`src/rtl/slrm_pkg.sv`:
```
// Constants and types shared by the sleep and receive mode controller
`default_nettype none
package slrm_pkg;
  // Timing: one ms tick drives every long timer
  localparam int SLRM_CLK_NS = 20;
  localparam int SLRM_MS_NS = 1000000;
  localparam int SLRM_TICK_CYC = SLRM_MS_NS / SLRM_CLK_NS;
  localparam int SLRM_PWAKE_MS = 85;
  localparam int SLRM_LISTEN_MS = 100;
  localparam int SLRM_CYC_BASE_MS = 500;
  localparam int SLRM_PKT_MAX = 64;
  localparam int SLRM_CRC_BYTES = 2;
  // Sleep mode selection codes
  localparam logic [2:0] SLRM_SM_OFF = 3'h0;
  localparam logic [2:0] SLRM_SM_PIN = 3'h1;
  localparam logic [2:0] SLRM_SM_SER = 3'h2;
  localparam logic [2:0] SLRM_SM_CYC_MIN = 3'h3;
  // Register indices
  localparam logic [3:0] SLRM_REG_SM = 4'h0;
  localparam logic [3:0] SLRM_REG_ST = 4'h1;
  localparam logic [3:0] SLRM_REG_LH = 4'h2;
  localparam logic [3:0] SLRM_REG_HT = 4'h3;
  localparam logic [3:0] SLRM_REG_STAT = 4'h4;
  localparam logic [3:0] SLRM_REG_DROP = 4'h5;
  // Reset values
  localparam logic [2:0] SLRM_SM_RST = 3'h0;
  localparam logic [15:0] SLRM_ST_RST = 16'h0064;
  localparam logic [15:0] SLRM_LH_RST = 16'h0000;
  localparam logic [15:0] SLRM_HT_RST = 16'h03e8;
  // Status field positions
  localparam int SLRM_STAT_MODE = 0;
  localparam int SLRM_STAT_PEND = 3;
  localparam int SLRM_STAT_CTS_N = 4;
  localparam int SLRM_STAT_ACT = 5;
  localparam int SLRM_STAT_LHDR = 6;
  localparam int SLRM_STAT_FWD = 7;
  // CRC
  localparam logic [15:0] SLRM_CRC_POLY = 16'h1021;
  localparam logic [15:0] SLRM_CRC_INIT = 16'h0000;

  typedef enum logic [2:0] {
    SLRM_IDLE = 3'b000,
    SLRM_RX = 3'b001,
    SLRM_TX = 3'b011,
    SLRM_SLEEP = 3'b010,
    SLRM_LISTEN = 3'b110,
    SLRM_PWAKE = 3'b111
  } slrm_mode_t;
endpackage
`default_nettype wire

```
`src/rtl/slrm_tick.sv`:
```
// Millisecond tick generator
`default_nettype none
module slrm_tick import slrm_pkg::*; #(
  parameter int TICK_CYCLES = SLRM_TICK_CYC
) (
  input wire logic core_clk,
  input wire logic rstn,
  output logic tick
);
  localparam int CW = (TICK_CYCLES > 1) ? $clog2(TICK_CYCLES) : 1;
  typedef struct packed {
    logic [CW-1:0] cnt;
    logic tick;
  } slrm_tick_t;
  slrm_tick_t s_ff;
  slrm_tick_t nxt_s;

  always_comb begin
    nxt_s = s_ff;
    nxt_s.tick = 1'b0;
    if (s_ff.cnt == CW'(TICK_CYCLES - 1)) begin
      nxt_s.cnt = '0;
      nxt_s.tick = 1'b1;
    end else begin
      nxt_s.cnt = s_ff.cnt + CW'(1);
    end
  end

  always_ff @(posedge core_clk or negedge rstn) begin
    if (!rstn) begin
      s_ff <= '0;
    end else begin
      s_ff <= nxt_s;
    end
  end

  assign tick = s_ff.tick;
endmodule
`default_nettype wire

```
`src/rtl/slrm_crc16.sv`:
```
// Running 16-bit packet check over received bytes
`default_nettype none
module slrm_crc16 import slrm_pkg::*; (
  input wire logic core_clk,
  input wire logic rstn,
  input wire logic clr,
  input wire logic en,
  input wire logic [7:0] data,
  output logic [15:0] crc
);
  typedef struct packed {
    logic [15:0] crc;
  } slrm_crc_t;
  slrm_crc_t s_ff;
  slrm_crc_t nxt_s;

  // Trailing check bytes sent high first leave a zero residue
  function automatic logic [15:0] upd(input logic [15:0] c,
                                      input logic [7:0] d);
    logic [15:0] r;
    r = c ^ {d, 8'h00};
    for (int i = 0; i < 8; i++) begin
      r = r[15] ? ((r << 1) ^ SLRM_CRC_POLY) : (r << 1);
    end
    return r;
  endfunction

  always_comb begin
    nxt_s = s_ff;
    if (clr) begin
      nxt_s.crc = en ? upd(SLRM_CRC_INIT, data) : SLRM_CRC_INIT;
    end else if (en) begin
      nxt_s.crc = upd(s_ff.crc, data);
    end
  end

  always_ff @(posedge core_clk or negedge rstn) begin
    if (!rstn) begin
      s_ff <= '0;
    end else begin
      s_ff <= nxt_s;
    end
  end

  assign crc = s_ff.crc;
endmodule
`default_nettype wire

```
`src/rtl/slrm_ctrl.sv`:
```
// Sleep and receive mode controller of a half-duplex radio module
// Function
// - Idle plus air data enters receive
// - Bad check drops packet, good forwards
// - Receive ends on error or silence
// - Serial input during receive sent afterwards
// - Asleep means no transmit, no receive
// - Sleep disabled after reset defaults
// - Auto sleep after configured inactivity only
// - Pin high sleeps, low runs
// - Pin release takes 85 ms to idle
// - Sleep pin ignored unless pin mode
// - Pin sleep: send permit high, activity low
// - Serial sleep: timeout, any character wakes
// - Cyclic sleep period 0.5 to 8 s
// - Cyclic wake searches, then sleeps, receives or transmits
// - Each cyclic wake searches 100 ms
// - Cyclic: permit high asleep, low awake
// - Cyclic: activity low asleep, high awake
// - Long header off by default, timed
// - Long header only after idle period
// - Packets carry trailing 16-bit check
// - Send permit low invites host data
//
// Strobed register access and the register offsets were decided locally.
`default_nettype none
module slrm_ctrl import slrm_pkg::*; #(
  parameter int TICK_CYCLES = SLRM_TICK_CYC,
  parameter int PKT_MAX = SLRM_PKT_MAX
) (
  input wire logic core_clk,
  input wire logic rstn,
  input wire logic [3:0] reg_addr,
  input wire logic [15:0] reg_wdata,
  input wire logic reg_wr,
  input wire logic reg_rd,
  output logic [15:0] reg_rdata,
  input wire logic sleep_pin,
  input wire logic serial_in_line_valid,
  input wire logic rf_carrier,
  input wire logic rf_byte_valid,
  input wire logic [7:0] rf_byte,
  input wire logic rf_pkt_end,
  input wire logic rf_error,
  input wire logic tx_done,
  input wire logic ser_out_ready,
  output logic cts_n,
  output logic activity_indicator,
  output logic rx_enable,
  output logic tx_req,
  output logic long_header,
  output logic ser_out_valid,
  output logic [7:0] ser_out_data
);
  localparam int DEPTH = PKT_MAX + SLRM_CRC_BYTES;
  localparam int LW = $clog2(DEPTH + 1);

  typedef struct packed {
    slrm_mode_t mode;
    logic [2:0] sm;
    logic [15:0] st_ms;
    logic [15:0] lh_ms;
    logic [15:0] ht_ms;
    logic [12:0] tmr_ms;
    logic [15:0] inact_ms;
    logic [15:0] hdr_ms;
    logic hdr_due;
    logic [15:0] lh_cnt;
    logic pend;
    logic chk;
    logic [LW-1:0] len;
    logic [DEPTH-1:0][7:0] pbuf;
    logic fwd;
    logic [LW-1:0] fwd_idx;
    logic [LW-1:0] fwd_len;
    logic [7:0] drops;
    logic cts_n;
    logic act;
    logic rx_en;
    logic tx_req;
    logic long_hdr;
    logic out_valid;
    logic [7:0] out_data;
    logic [15:0] rdata;
  } slrm_ctrl_t;

  slrm_ctrl_t s_ff;
  slrm_ctrl_t nxt_s;
  logic tick;
  logic [15:0] crc;
  logic crc_clr;
  logic crc_en;
  logic busy;
  logic auto_sleep;
  logic [12:0] cyc_ms;
  logic [15:0] stat;

  slrm_tick #(.TICK_CYCLES(TICK_CYCLES)) u_tick (
    .core_clk(core_clk),
    .rstn(rstn),
    .tick(tick)
  );

  // Cleared after each check and whenever not receiving
  assign crc_clr = s_ff.chk || (s_ff.mode != SLRM_RX);
  assign crc_en = (s_ff.mode == SLRM_RX) && rf_byte_valid;

  slrm_crc16 u_crc (
    .core_clk(core_clk),
    .rstn(rstn),
    .clr(crc_clr),
    .en(crc_en),
    .data(rf_byte),
    .crc(crc)
  );

  //////////////////////////////////////////////////////////////////////////
  always_comb begin
    nxt_s = s_ff;
    nxt_s.chk = 1'b0;
    busy = (s_ff.mode == SLRM_RX) || (s_ff.mode == SLRM_TX) ||
           serial_in_line_valid;
    auto_sleep = ((s_ff.sm == SLRM_SM_SER) || (s_ff.sm >= SLRM_SM_CYC_MIN))
                 && (s_ff.inact_ms >= s_ff.st_ms);
    cyc_ms = 13'(SLRM_CYC_BASE_MS) << (s_ff.sm - SLRM_SM_CYC_MIN);
    stat = '0;
    stat[SLRM_STAT_MODE +: 3] = s_ff.mode;
    stat[SLRM_STAT_PEND] = s_ff.pend;
    stat[SLRM_STAT_CTS_N] = s_ff.cts_n;
    stat[SLRM_STAT_ACT] = s_ff.act;
    stat[SLRM_STAT_LHDR] = s_ff.long_hdr;
    stat[SLRM_STAT_FWD] = s_ff.fwd;

    // Register port
    if (reg_wr) begin
      case (reg_addr)
        SLRM_REG_SM: nxt_s.sm = reg_wdata[2:0];
        SLRM_REG_ST: nxt_s.st_ms = reg_wdata;
        SLRM_REG_LH: nxt_s.lh_ms = reg_wdata;
        SLRM_REG_HT: nxt_s.ht_ms = reg_wdata;
        default: ;
      endcase
    end
    nxt_s.rdata = '0;
    if (reg_rd) begin
      case (reg_addr)
        SLRM_REG_SM: nxt_s.rdata = {13'h0000, s_ff.sm};
        SLRM_REG_ST: nxt_s.rdata = s_ff.st_ms;
        SLRM_REG_LH: nxt_s.rdata = s_ff.lh_ms;
        SLRM_REG_HT: nxt_s.rdata = s_ff.ht_ms;
        SLRM_REG_STAT: nxt_s.rdata = stat;
        SLRM_REG_DROP: nxt_s.rdata = {8'h00, s_ff.drops};
        default: nxt_s.rdata = '0;
      endcase
    end

    // Millisecond counters, saturating
    if (tick && (s_ff.tmr_ms != 13'h1fff)) begin
      nxt_s.tmr_ms = s_ff.tmr_ms + 13'h0001;
    end
    // Sample the idle time before the first character clears it
    if (serial_in_line_valid && !s_ff.pend && (s_ff.mode != SLRM_TX)) begin
      nxt_s.hdr_due = (s_ff.hdr_ms >= s_ff.ht_ms);
    end
    if (busy || rf_carrier) begin
      nxt_s.inact_ms = '0;
      nxt_s.hdr_ms = '0;
    end else if (tick) begin
      if (s_ff.inact_ms != 16'hffff) begin
        nxt_s.inact_ms = s_ff.inact_ms + 16'h0001;
      end
      if (s_ff.hdr_ms != 16'hffff) begin
        nxt_s.hdr_ms = s_ff.hdr_ms + 16'h0001;
      end
    end
    if (serial_in_line_valid && (s_ff.mode != SLRM_TX)) begin
      nxt_s.pend = 1'b1;
    end

    // Packet verdict one cycle after the last byte
    if (s_ff.chk) begin
      if ((crc == 16'h0000) && (s_ff.len > LW'(SLRM_CRC_BYTES))) begin
        nxt_s.fwd = 1'b1;
        nxt_s.fwd_idx = '0;
        nxt_s.fwd_len = s_ff.len - LW'(SLRM_CRC_BYTES);
      end else begin
        nxt_s.drops = s_ff.drops + 8'h01;
      end
      nxt_s.len = '0;
    end

    case (s_ff.mode)
      SLRM_IDLE: begin
        if (rf_carrier) begin
          nxt_s.mode = SLRM_RX;
          nxt_s.len = '0;
        end else if (s_ff.pend) begin
          nxt_s.mode = SLRM_TX;
        end else if ((s_ff.sm == SLRM_SM_PIN) && sleep_pin) begin
          nxt_s.mode = SLRM_SLEEP;
        end else if (auto_sleep) begin
          nxt_s.mode = SLRM_SLEEP;
        end
      end
      SLRM_RX: begin
        if (rf_byte_valid) begin
          if (nxt_s.len == LW'(DEPTH)) begin
            nxt_s.mode = SLRM_IDLE;
            nxt_s.drops = s_ff.drops + 8'h01;
          end else begin
            nxt_s.pbuf[nxt_s.len] = rf_byte;
            nxt_s.len = nxt_s.len + LW'(1);
            nxt_s.chk = rf_pkt_end;
          end
        end
        if (rf_error) begin
          nxt_s.mode = SLRM_IDLE;
          nxt_s.chk = 1'b0;
          nxt_s.drops = s_ff.drops + 8'h01;
        end else if (!rf_carrier && !rf_byte_valid) begin
          nxt_s.mode = SLRM_IDLE;
        end
      end
      SLRM_TX: begin
        if (tx_done) begin
          nxt_s.mode = SLRM_IDLE;
        end
      end
      SLRM_SLEEP: begin
        if (s_ff.sm == SLRM_SM_OFF) begin
          nxt_s.mode = SLRM_IDLE;
        end else if (s_ff.sm == SLRM_SM_PIN) begin
          if (!sleep_pin) begin
            nxt_s.mode = SLRM_PWAKE;
          end
        end else if (s_ff.sm == SLRM_SM_SER) begin
          if (serial_in_line_valid) begin
            nxt_s.mode = SLRM_IDLE;
          end
        end else if (tick && (s_ff.tmr_ms == cyc_ms - 13'h0001)) begin
          nxt_s.mode = SLRM_LISTEN;
        end
      end
      SLRM_PWAKE: begin
        if (s_ff.sm != SLRM_SM_PIN) begin
          nxt_s.mode = SLRM_IDLE;
        end else if (sleep_pin) begin
          nxt_s.mode = SLRM_SLEEP;
        end else if (tick &&
                     (s_ff.tmr_ms == 13'(SLRM_PWAKE_MS - 1))) begin
          nxt_s.mode = SLRM_IDLE;
        end
      end
      SLRM_LISTEN: begin
        if (rf_carrier) begin
          nxt_s.mode = SLRM_RX;
          nxt_s.len = '0;
        end else if (s_ff.pend) begin
          nxt_s.mode = SLRM_TX;
        end else if (s_ff.sm < SLRM_SM_CYC_MIN) begin
          nxt_s.mode = SLRM_IDLE;
        end else if (tick &&
                     (s_ff.tmr_ms == 13'(SLRM_LISTEN_MS - 1))) begin
          nxt_s.mode = SLRM_SLEEP;
        end
      end
      default: nxt_s.mode = SLRM_IDLE;
    endcase

    if (nxt_s.mode != s_ff.mode) begin
      nxt_s.tmr_ms = '0;
      nxt_s.inact_ms = '0;
    end

    // Long header decided once, at entry to transmit
    if ((nxt_s.mode == SLRM_TX) && (s_ff.mode != SLRM_TX)) begin
      nxt_s.pend = 1'b0;
      nxt_s.lh_cnt = '0;
      nxt_s.long_hdr = (nxt_s.lh_ms != 16'h0000) &&
                       s_ff.hdr_due;
      nxt_s.hdr_due = 1'b0;
    end else if ((nxt_s.mode != SLRM_TX) || (nxt_s.lh_ms == 16'h0000)) begin
      nxt_s.long_hdr = 1'b0;
    end else if (s_ff.long_hdr && tick) begin
      nxt_s.lh_cnt = s_ff.lh_cnt + 16'h0001;
      if (s_ff.lh_cnt == s_ff.lh_ms - 16'h0001) begin
        nxt_s.long_hdr = 1'b0;
      end
    end

    // Forwarding drains faster than air fills; no second packet store
    if (s_ff.out_valid && !ser_out_ready) begin
      nxt_s.out_valid = 1'b1;
    end else if (s_ff.fwd) begin
      nxt_s.out_valid = 1'b1;
      nxt_s.out_data = s_ff.pbuf[s_ff.fwd_idx];
      nxt_s.fwd_idx = s_ff.fwd_idx + LW'(1);
      if (s_ff.fwd_idx + LW'(1) == s_ff.fwd_len) begin
        nxt_s.fwd = s_ff.chk ? nxt_s.fwd : 1'b0;
      end
    end else begin
      nxt_s.out_valid = 1'b0;
    end

    // Pin levels follow the next mode
    nxt_s.cts_n = ((nxt_s.mode == SLRM_SLEEP) && (nxt_s.sm != SLRM_SM_SER))
                  || (nxt_s.mode == SLRM_PWAKE);
    nxt_s.act = (nxt_s.mode != SLRM_SLEEP) &&
                (nxt_s.mode != SLRM_PWAKE);
    nxt_s.rx_en = (nxt_s.mode == SLRM_IDLE) || (nxt_s.mode == SLRM_RX) ||
                  (nxt_s.mode == SLRM_LISTEN);
    nxt_s.tx_req = (nxt_s.mode == SLRM_TX);
  end

  always_ff @(posedge core_clk or negedge rstn) begin
    if (!rstn) begin
      s_ff <= '0;
      s_ff.sm <= SLRM_SM_RST;
      s_ff.st_ms <= SLRM_ST_RST;
      s_ff.lh_ms <= SLRM_LH_RST;
      s_ff.ht_ms <= SLRM_HT_RST;
      s_ff.act <= 1'b1;
      s_ff.rx_en <= 1'b1;
    end else begin
      s_ff <= nxt_s;
    end
  end

  assign reg_rdata = s_ff.rdata;
  assign cts_n = s_ff.cts_n;
  assign activity_indicator = s_ff.act;
  assign rx_enable = s_ff.rx_en;
  assign tx_req = s_ff.tx_req;
  assign long_header = s_ff.long_hdr;
  assign ser_out_valid = s_ff.out_valid;
  assign ser_out_data = s_ff.out_data;
endmodule
`default_nettype wire

```
`config.mk`:
```
export PLATFORM = sky130hd
export DESIGN_NAME = slrm_ctrl
export DESIGN_NICKNAME = d
export VERILOG_FILES = /design/src/rtl/slrm_pkg.sv /design/src/rtl/slrm_tick.sv /design/src/rtl/slrm_crc16.sv /design/src/rtl/slrm_ctrl.sv
export SDC_FILE = /design/constraint.sdc
export NUM_CORES = 1
export LEC_CHECK = 0
export BUFFER_PORTS_ARGS = -buffer_cell sky130_fd_sc_hd__buf_2
export CORE_MARGIN = 4
export CORE_UTILIZATION = 60
export DETAILED_ROUTE_END_ITERATION = 6
export GPL_TIMING_DRIVEN = 0
export HOLD_SLACK_MARGIN = 0.05
export PLACE_DENSITY = 0.77
export REMOVE_ABC_BUFFERS = 1
export SYNTH_ARGS = -nofsm -noshare
export SYNTH_HDL_FRONTEND = slang
export SYNTH_SLANG_ARGS = --single-unit
export TNS_END_PERCENT = 50
```
`constraint.sdc`:
```
create_clock -name core_clk -period 6.1 [get_ports core_clk]
set_input_delay 1.22 -clock core_clk [delete_from_list [all_inputs] [get_ports core_clk]]
set_output_delay 1.22 -clock core_clk [all_outputs]
set_load 0.01 [all_outputs]
```
==> results.json, run 1 <==
{
  "first_pass_iters": 5,
  "fin_skew_ps": 25.8,
  "fin_crit_sh_pct": 80.9,
  "vias_per_cell": 6.49,
  "pre_cts_slack_ps": 1370,
  "min_path_type": "flop to flop",
  "grt_pass1_vias": 25400,
  "avgSynthCellArea_sq_um": 12.9,
  "grt_max_degree": 125,
  "start_util_pct": 60.7,
  "fp.dieW_microns": 258,
  "critPathMaxFanout": 27,
  "leakage_nw": 18.9,
  "postCtsHoldBufs": 0,
  "setup_slack_ps": 1160,
  "dieHeight_microns": 258,
  "postCtsSetupRepairBufs": 0,
  "mostFrequentLayoutCells": "724 x dfrtp_1, 567 x mux2_2, 140 x nor2_1, 135 x nand2_1, 133 x mux4_2",
  "core_sq_um": 61700,
  "power.switching_w": 0.00439,
  "synth_cells": 2910,
  "first_iter_violations": 2255,
  "drtAntennaViolNets": 0,
  "cts_tree": "done",
  "p_comb_share_pct": 24.2,
  "synthArstFlopShare_pct": 100,
  "portBuffers": 69,
  "critical_path.startpoint_type": "flop",
  "hold_viol": 0,
  "cts.sinks": 739,
  "clock_latency_ps": 630,
  "io_pins": 70,
  "yosysSeqAreaShare_pct": 49.4,
  "drc_errors": 0,
  "dieArea_sq_um": 66500,
  "switching_share_pct": 31.4,
  "rows": 91,
  "fin_crit_ps": 4940,
  "h-tree-depth": 3,
  "setup_viol": 0,
  "wl_microns": 92100,
  "cts_resized": 0,
  "hold_ws_ps": 479,
  "clock_path_buffers": 3,
  "clk_pin_slew_ps": 60,
  "synth_edf_count": 0,
  "clock-root-buffer": "clkbuf_16",
  "pwr_density_cell_nw_per_um2": 342,
  "required_ps": 6600,
  "ir_worst_vdd_mv": 0.279,
  "synth_cell_types": 92,
  "via_count": 24381,
  "max_freq_ghz": 0.203,
  "seqPwrFrac_pct": 41.7,
  "synth-seq-cells": 739,
  "power_w": 0.0140,
  "cts_inserted_buffers": 78,
  "overflow": 0,
  "rsz0062_at_grt": "false",
  "nNetsFinal": 2955,
  "slew_headroom_pct": 6.73,
  "worstSetupEndpointType": "flop",
  "setup.worst_path.class": "flop to flop",
  "drive_above_1_share_pct": 34.3,
  "netlist_area_sq_um": 37500,
  "avgRoutedWirePerCell_microns": 24.5,
  "place_congestion": 0.907,
  "intPower_w": 0.00959,
  "dp_hpwl_microns": 59800,
  "clkPwrFrac_pct": 34.1,
  "grt_usage_pct": 27.9,
  "status": "finished clean",
  "report.final.slew_viol_count": 0,
  "grt_pass1_wl_microns": 146000,
  "syn_to_final_growth_pct": 9.00,
  "tightestPinTransition_ps": 1400,
  "antenna_found_initial": 4,
  "maxCapViolations": 0,
  "final_common_cell": "dfrtp_1",
  "ys.flop_type": "dfrtp_1",
  "ys_warn_count": 0,
  "worst_ep_arrival_time_ps": 5440
}
-- path summary, 6_finish.rpt --
kind,from,end,slack [ps],cells after the start
worst max register to register,s_ff[588],flop,1160,9
worst min-delay path,s_ff[37],s_ff[37],480,1
worst max-delay path,s_ff[588],flop,1160,9
worst min register to register,s_ff[37],s_ff[37],480,1
max in group asynchronous,rstn,async pin,3620,4
min in group asynchronous,rstn,s_ff[679],540,1
-- logic make-up (layout without fill, tap and decap cells) --
group,count (synthesis),count (layout),synth area share [%]
other,0,1,0
xor gates and xnor gates,134,134,3.13
AOI/OAI and AO/OA,292,292,5.10
adders and majority gates,55,55,1.84
buffers and inverters,285,293,3.58
DFF,739,739,49.4
and+or+nand+nor,638,638,8.93
muxes,767,767,28.0
-- power by group through the flow --
stage	sequential (W)	clock [W]	combinational (W)
floorplan	0.00597	0	0.00212
global placement	0.00627	0	0.00289
detailed placement	0.00590	0	0.00333
CTS	0.00582	0.00482	0.00336
global route	0.00589	0.00502	0.00365
finish	0.00583	0.00476	0.00338
-- cells in the mapped netlist (6+ instances only) --
cell type	count	area share, %
xnor2_1	73	1.7
nand3b_1	7	0.14
mux2_1	10	0.30
a21o_1	9	0.18
nor2_2	48	0.80
nand4_1	29	0.48
mux4_2	133	8.0
nor2_1	141	1.4
nor2b_1	30	0.50
nand3_1	53	0.71
mux2i_1	30	0.80
mux4_1	27	1.9
and4_1	6	0.14
ha_1	55	1.8
a22oi_1	10	0.20
nor4_1	40	0.67
xor2_1	61	1.4
a221oi_1	8	0.19
o21a_1	7	0.14
buf_2	37	0.49
dfrtp_1	728	49
clkbuf_1	124	1.2
nor3b_1	6	0.12
a31oi_1	25	0.42
buf_4	27	0.54
a2111oi_0	11	0.26
a211oi_1	17	0.34
or3_1	10	0.17
a21oi_1	71	0.95
o21ai_0	69	0.92
buf_1	17	0.17
mux2_2	567	17
and2_1	7	0.12
a221o_1	9	0.24
o22ai_1	6	0.10
dfstp_2	11	0.77
nand2b_1	13	0.22
nor3_1	47	0.63
o211ai_1	9	0.18
inv_1	65	0.65
nand2_1	135	1.4
and3_1	26	0.43
buf_6	6	0.18
-- layer usage --
metal / wire, microns / vias up / GRT usage, %
met5: 13 / - / 0
met4: 2710 / 2 / 8.14
met3: 6250 / 206 / 5.88
met2: 43900 / 846 / 44.9
met1: 39200 / 12779 / 38.9
li1: - / 10548 / -
-- critical path, stage by stage, from the launching register on --
cell      delay [ps]
dfrtp_1         1000
inv_1            560
nand2_1          260
inv_1            140
ha_1             220
nand3b_1         120
and3_1           390
nand3_1          860
nor2_2           820
mux2_2           410
-- layout make-up --
cell class | count | area [sq um]
clock inverters | 17 | 180
well taps | 837 | 1050
inverters | 66 | 248
repair buffers | 89 | 798
diodes | 1 | 2.50
flip-flops and latches | 739 | 18500
multi-input cells | 1886 | 17600
clock buffers | 121 | 2400
fillers | 4356 | 20900
-- metrics by stage --
step	util [%]	TNS [ps]	instance area (sq um)	std cells
final	66.2	0	40800	3756
after global routing	66.2	0	40800	3755
after CTS	66.1	0	40800	3753
after detailed placement	61.9	0	38200	3615
after global placement	61.2	-7780160	37800	3597
after floorplan	-	-7730	36400	2691
Power figures use the tool's default switching activity.
==> run 2, diff against run 1 <==
Clock period 6.1 ns to 4.71 ns, I/O delays scaled along.
==> run 2 against run 1 <==
Net effect:
- design area is essentially flat
- hold slack lost 220 ps
- first-iteration DRC count shrank 0.75%
- largest power group unchanged
- via count is essentially flat
==> results.json, run 2 (synthesis results as in run 1) <==
{
  "reg2reg_slack_ps": 140,
  "core_sq_um": 61700,
  "final_common_cell": "dfrtp_1",
  "crit_chain": "inv_1 -> nand2_1 -> inv_1 -> ha_1 -> nand3b_1 -> and3_1 -> nand3_2 -> nor2_2 -> mux2_2",
  "via_count": 24383,
  "drtAntennaViolNets": 0,
  "drive_above_1_share_pct": 34.4,
  "critical_path.startpoint_type": "flop",
  "rows": 91,
  "h-tree-depth": 3,
  "fp.dieW_microns": 258,
  "overflow": 0,
  "critical_path.max_stage_delay_ps": 1020,
  "leakage_nw": 18.9,
  "max_freq_ghz": 0.219,
  "cts.sinks": 739,
  "first_iter_violations": 2238,
  "setup-tns-final_ps": 0,
  "fill_cells": 4354,
  "start_util_pct": 60.7,
  "dieHeight_microns": 258,
  "slew_headroom_pct": 7.10,
  "maxCapViolations": 0,
  "grt_max_degree": 125,
  "cts_tree": "done",
  "critPathMaxFanout": 27,
  "fin_crit_ps": 4570,
  "slowest_stage": "dfrtp_1",
  "min_path_type": "input pin to async pin",
  "wl_microns": 92200,
  "clock_path_buffers": 3,
  "seqCellArea_sq_um": 18500,
  "fin_crit_sh_pct": 97.0,
  "setup_viol": 0,
  "multi_input_comb_area_sq_um": 17600,
  "dp_hpwl_microns": 59800,
  "clk_pin_slew_ps": 60,
  "hold_ws_ps": 262,
  "setup.worst_path.class": "flop to flop",
  "required_ps": 5210,
  "avgRoutedWirePerCell_microns": 24.5,
  "dieArea_sq_um": 66500,
  "portBuffers": 69,
  "cp_common_cell": "inv_1",
  "cts_inserted_buffers": 78,
  "ir_worst_vdd_mv": 0.358,
  "drc_errors": 0,
  "clock-root-buffer": "clkbuf_16",
  "tightestPinTransition_ps": 1390,
  "report.final.slew_viol_count": 0,
  "postCtsHoldBufs": 0,
  "antenna_found_initial": 4,
  "mostFrequentLayoutCells": "724 x dfrtp_1, 567 x mux2_2, 140 x nor2_1, 135 x nand2_1, 133 x mux4_2",
  "worst_ep_arrival_time_ps": 5070,
  "hold_viol": 0,
  "pwr_density_cell_nw_per_um2": 443,
  "worstSetupEndpointType": "flop",
  "nNetsFinal": 2957,
  "status": "finished clean",
  "first_pass_iters": 5,
  "rsz0062_at_grt": "false",
  "grt_pass1_wl_microns": 146000,
  "vias_per_cell": 6.49,
  "clock_latency_ps": 630,
  "syn_to_final_growth_pct": 9.05,
  "grt_usage_pct": 27.9,
  "io_pins": 70,
  "grt_pass1_vias": 25406,
  "place_congestion": 0.907,
  "fin_skew_ps": 25.2
}
## run 2: final cells by class
| type | instances | share of cell area [%] |
|---|---|---|
| Sequential cell | 739 | 45.3 |
| Multi-Input combinational cell | 1886 | 43.2 |
| Clock buffer | 121 | 5.89 |
| Tap cell | 837 | 2.56 |
| Timing Repair Buffer | 91 | 1.99 |
| Inverter | 66 | 0.606 |
| Clock inverter | 17 | 0.441 |
| Antenna cell | 1 | 0.00612 |
## run 2: worst max-delay path, delay by kind of cell (launching register included)
family	cells	cell delay, ps
and+or+nand+nor	5	2080
DFF	1	1020
buffers and inverters	2	700
muxes	1	410
adders and majority gates	1	230
## run 2: routing by layer
layer  wire length (microns)  global-route usage [%]  up-vias
met5                      13                       0        -
met4                    2620                    8.06        2
met3                    6800                    5.92      202
met2                   43900                    45.0      896
met1                   38900                    38.9    12747
li1                        -                       -    10536
## run 2: stage by stage
stage          cell area, sq um  setup slack [ps]  util, %  power, W  instances
2_1_floorplan             36400             -2150        -    0.0105       2691
3_3_place_gp              37800            -11740     61.2    0.0117       3597
3_5_place_dp              38200             -24.4     61.9    0.0120       3615
4_1_cts                   40800              44.7     66.1    0.0181       3753
5_1_grt                   40900              43.5     66.2    0.0189       3757
6_report                  40900               143     66.2    0.0181       3758
## run 2: path summary, 6_finish.rpt
| path | end | from | cells past startpoint |
|---|---|---|---|
| setup reg to reg | flop | s_ff[588] | 9 |
| setup / recovery | flop | s_ff[588] | 9 |
| min in group core_clk | s_ff[37] | s_ff[37] | 1 |
| max in group asynchronous | async pin | rstn | 4 |
| hold / removal | s_ff[679] | rstn | 1 |
| hold reg to reg | s_ff[37] | s_ff[37] | 1 |
## run 2: timing repair
action                                  in CTS  in global routing
endpoints found under the hold margin        0                  0
endpoints found under the setup margin      24                  6
pin swaps                                    0                  1
gates resized for setup                      1                  0
buffers inserted                             0                  2
## run 2: power breakdown
part	total (W)	switching (W)	leakage, nW	internal (W)
Combinational	0.00439	0.00244	7.54	0.00195
Clock	0.00616	0.00258	1.28	0.00358
Sequential	0.00755	0.000676	10.1	0.00688
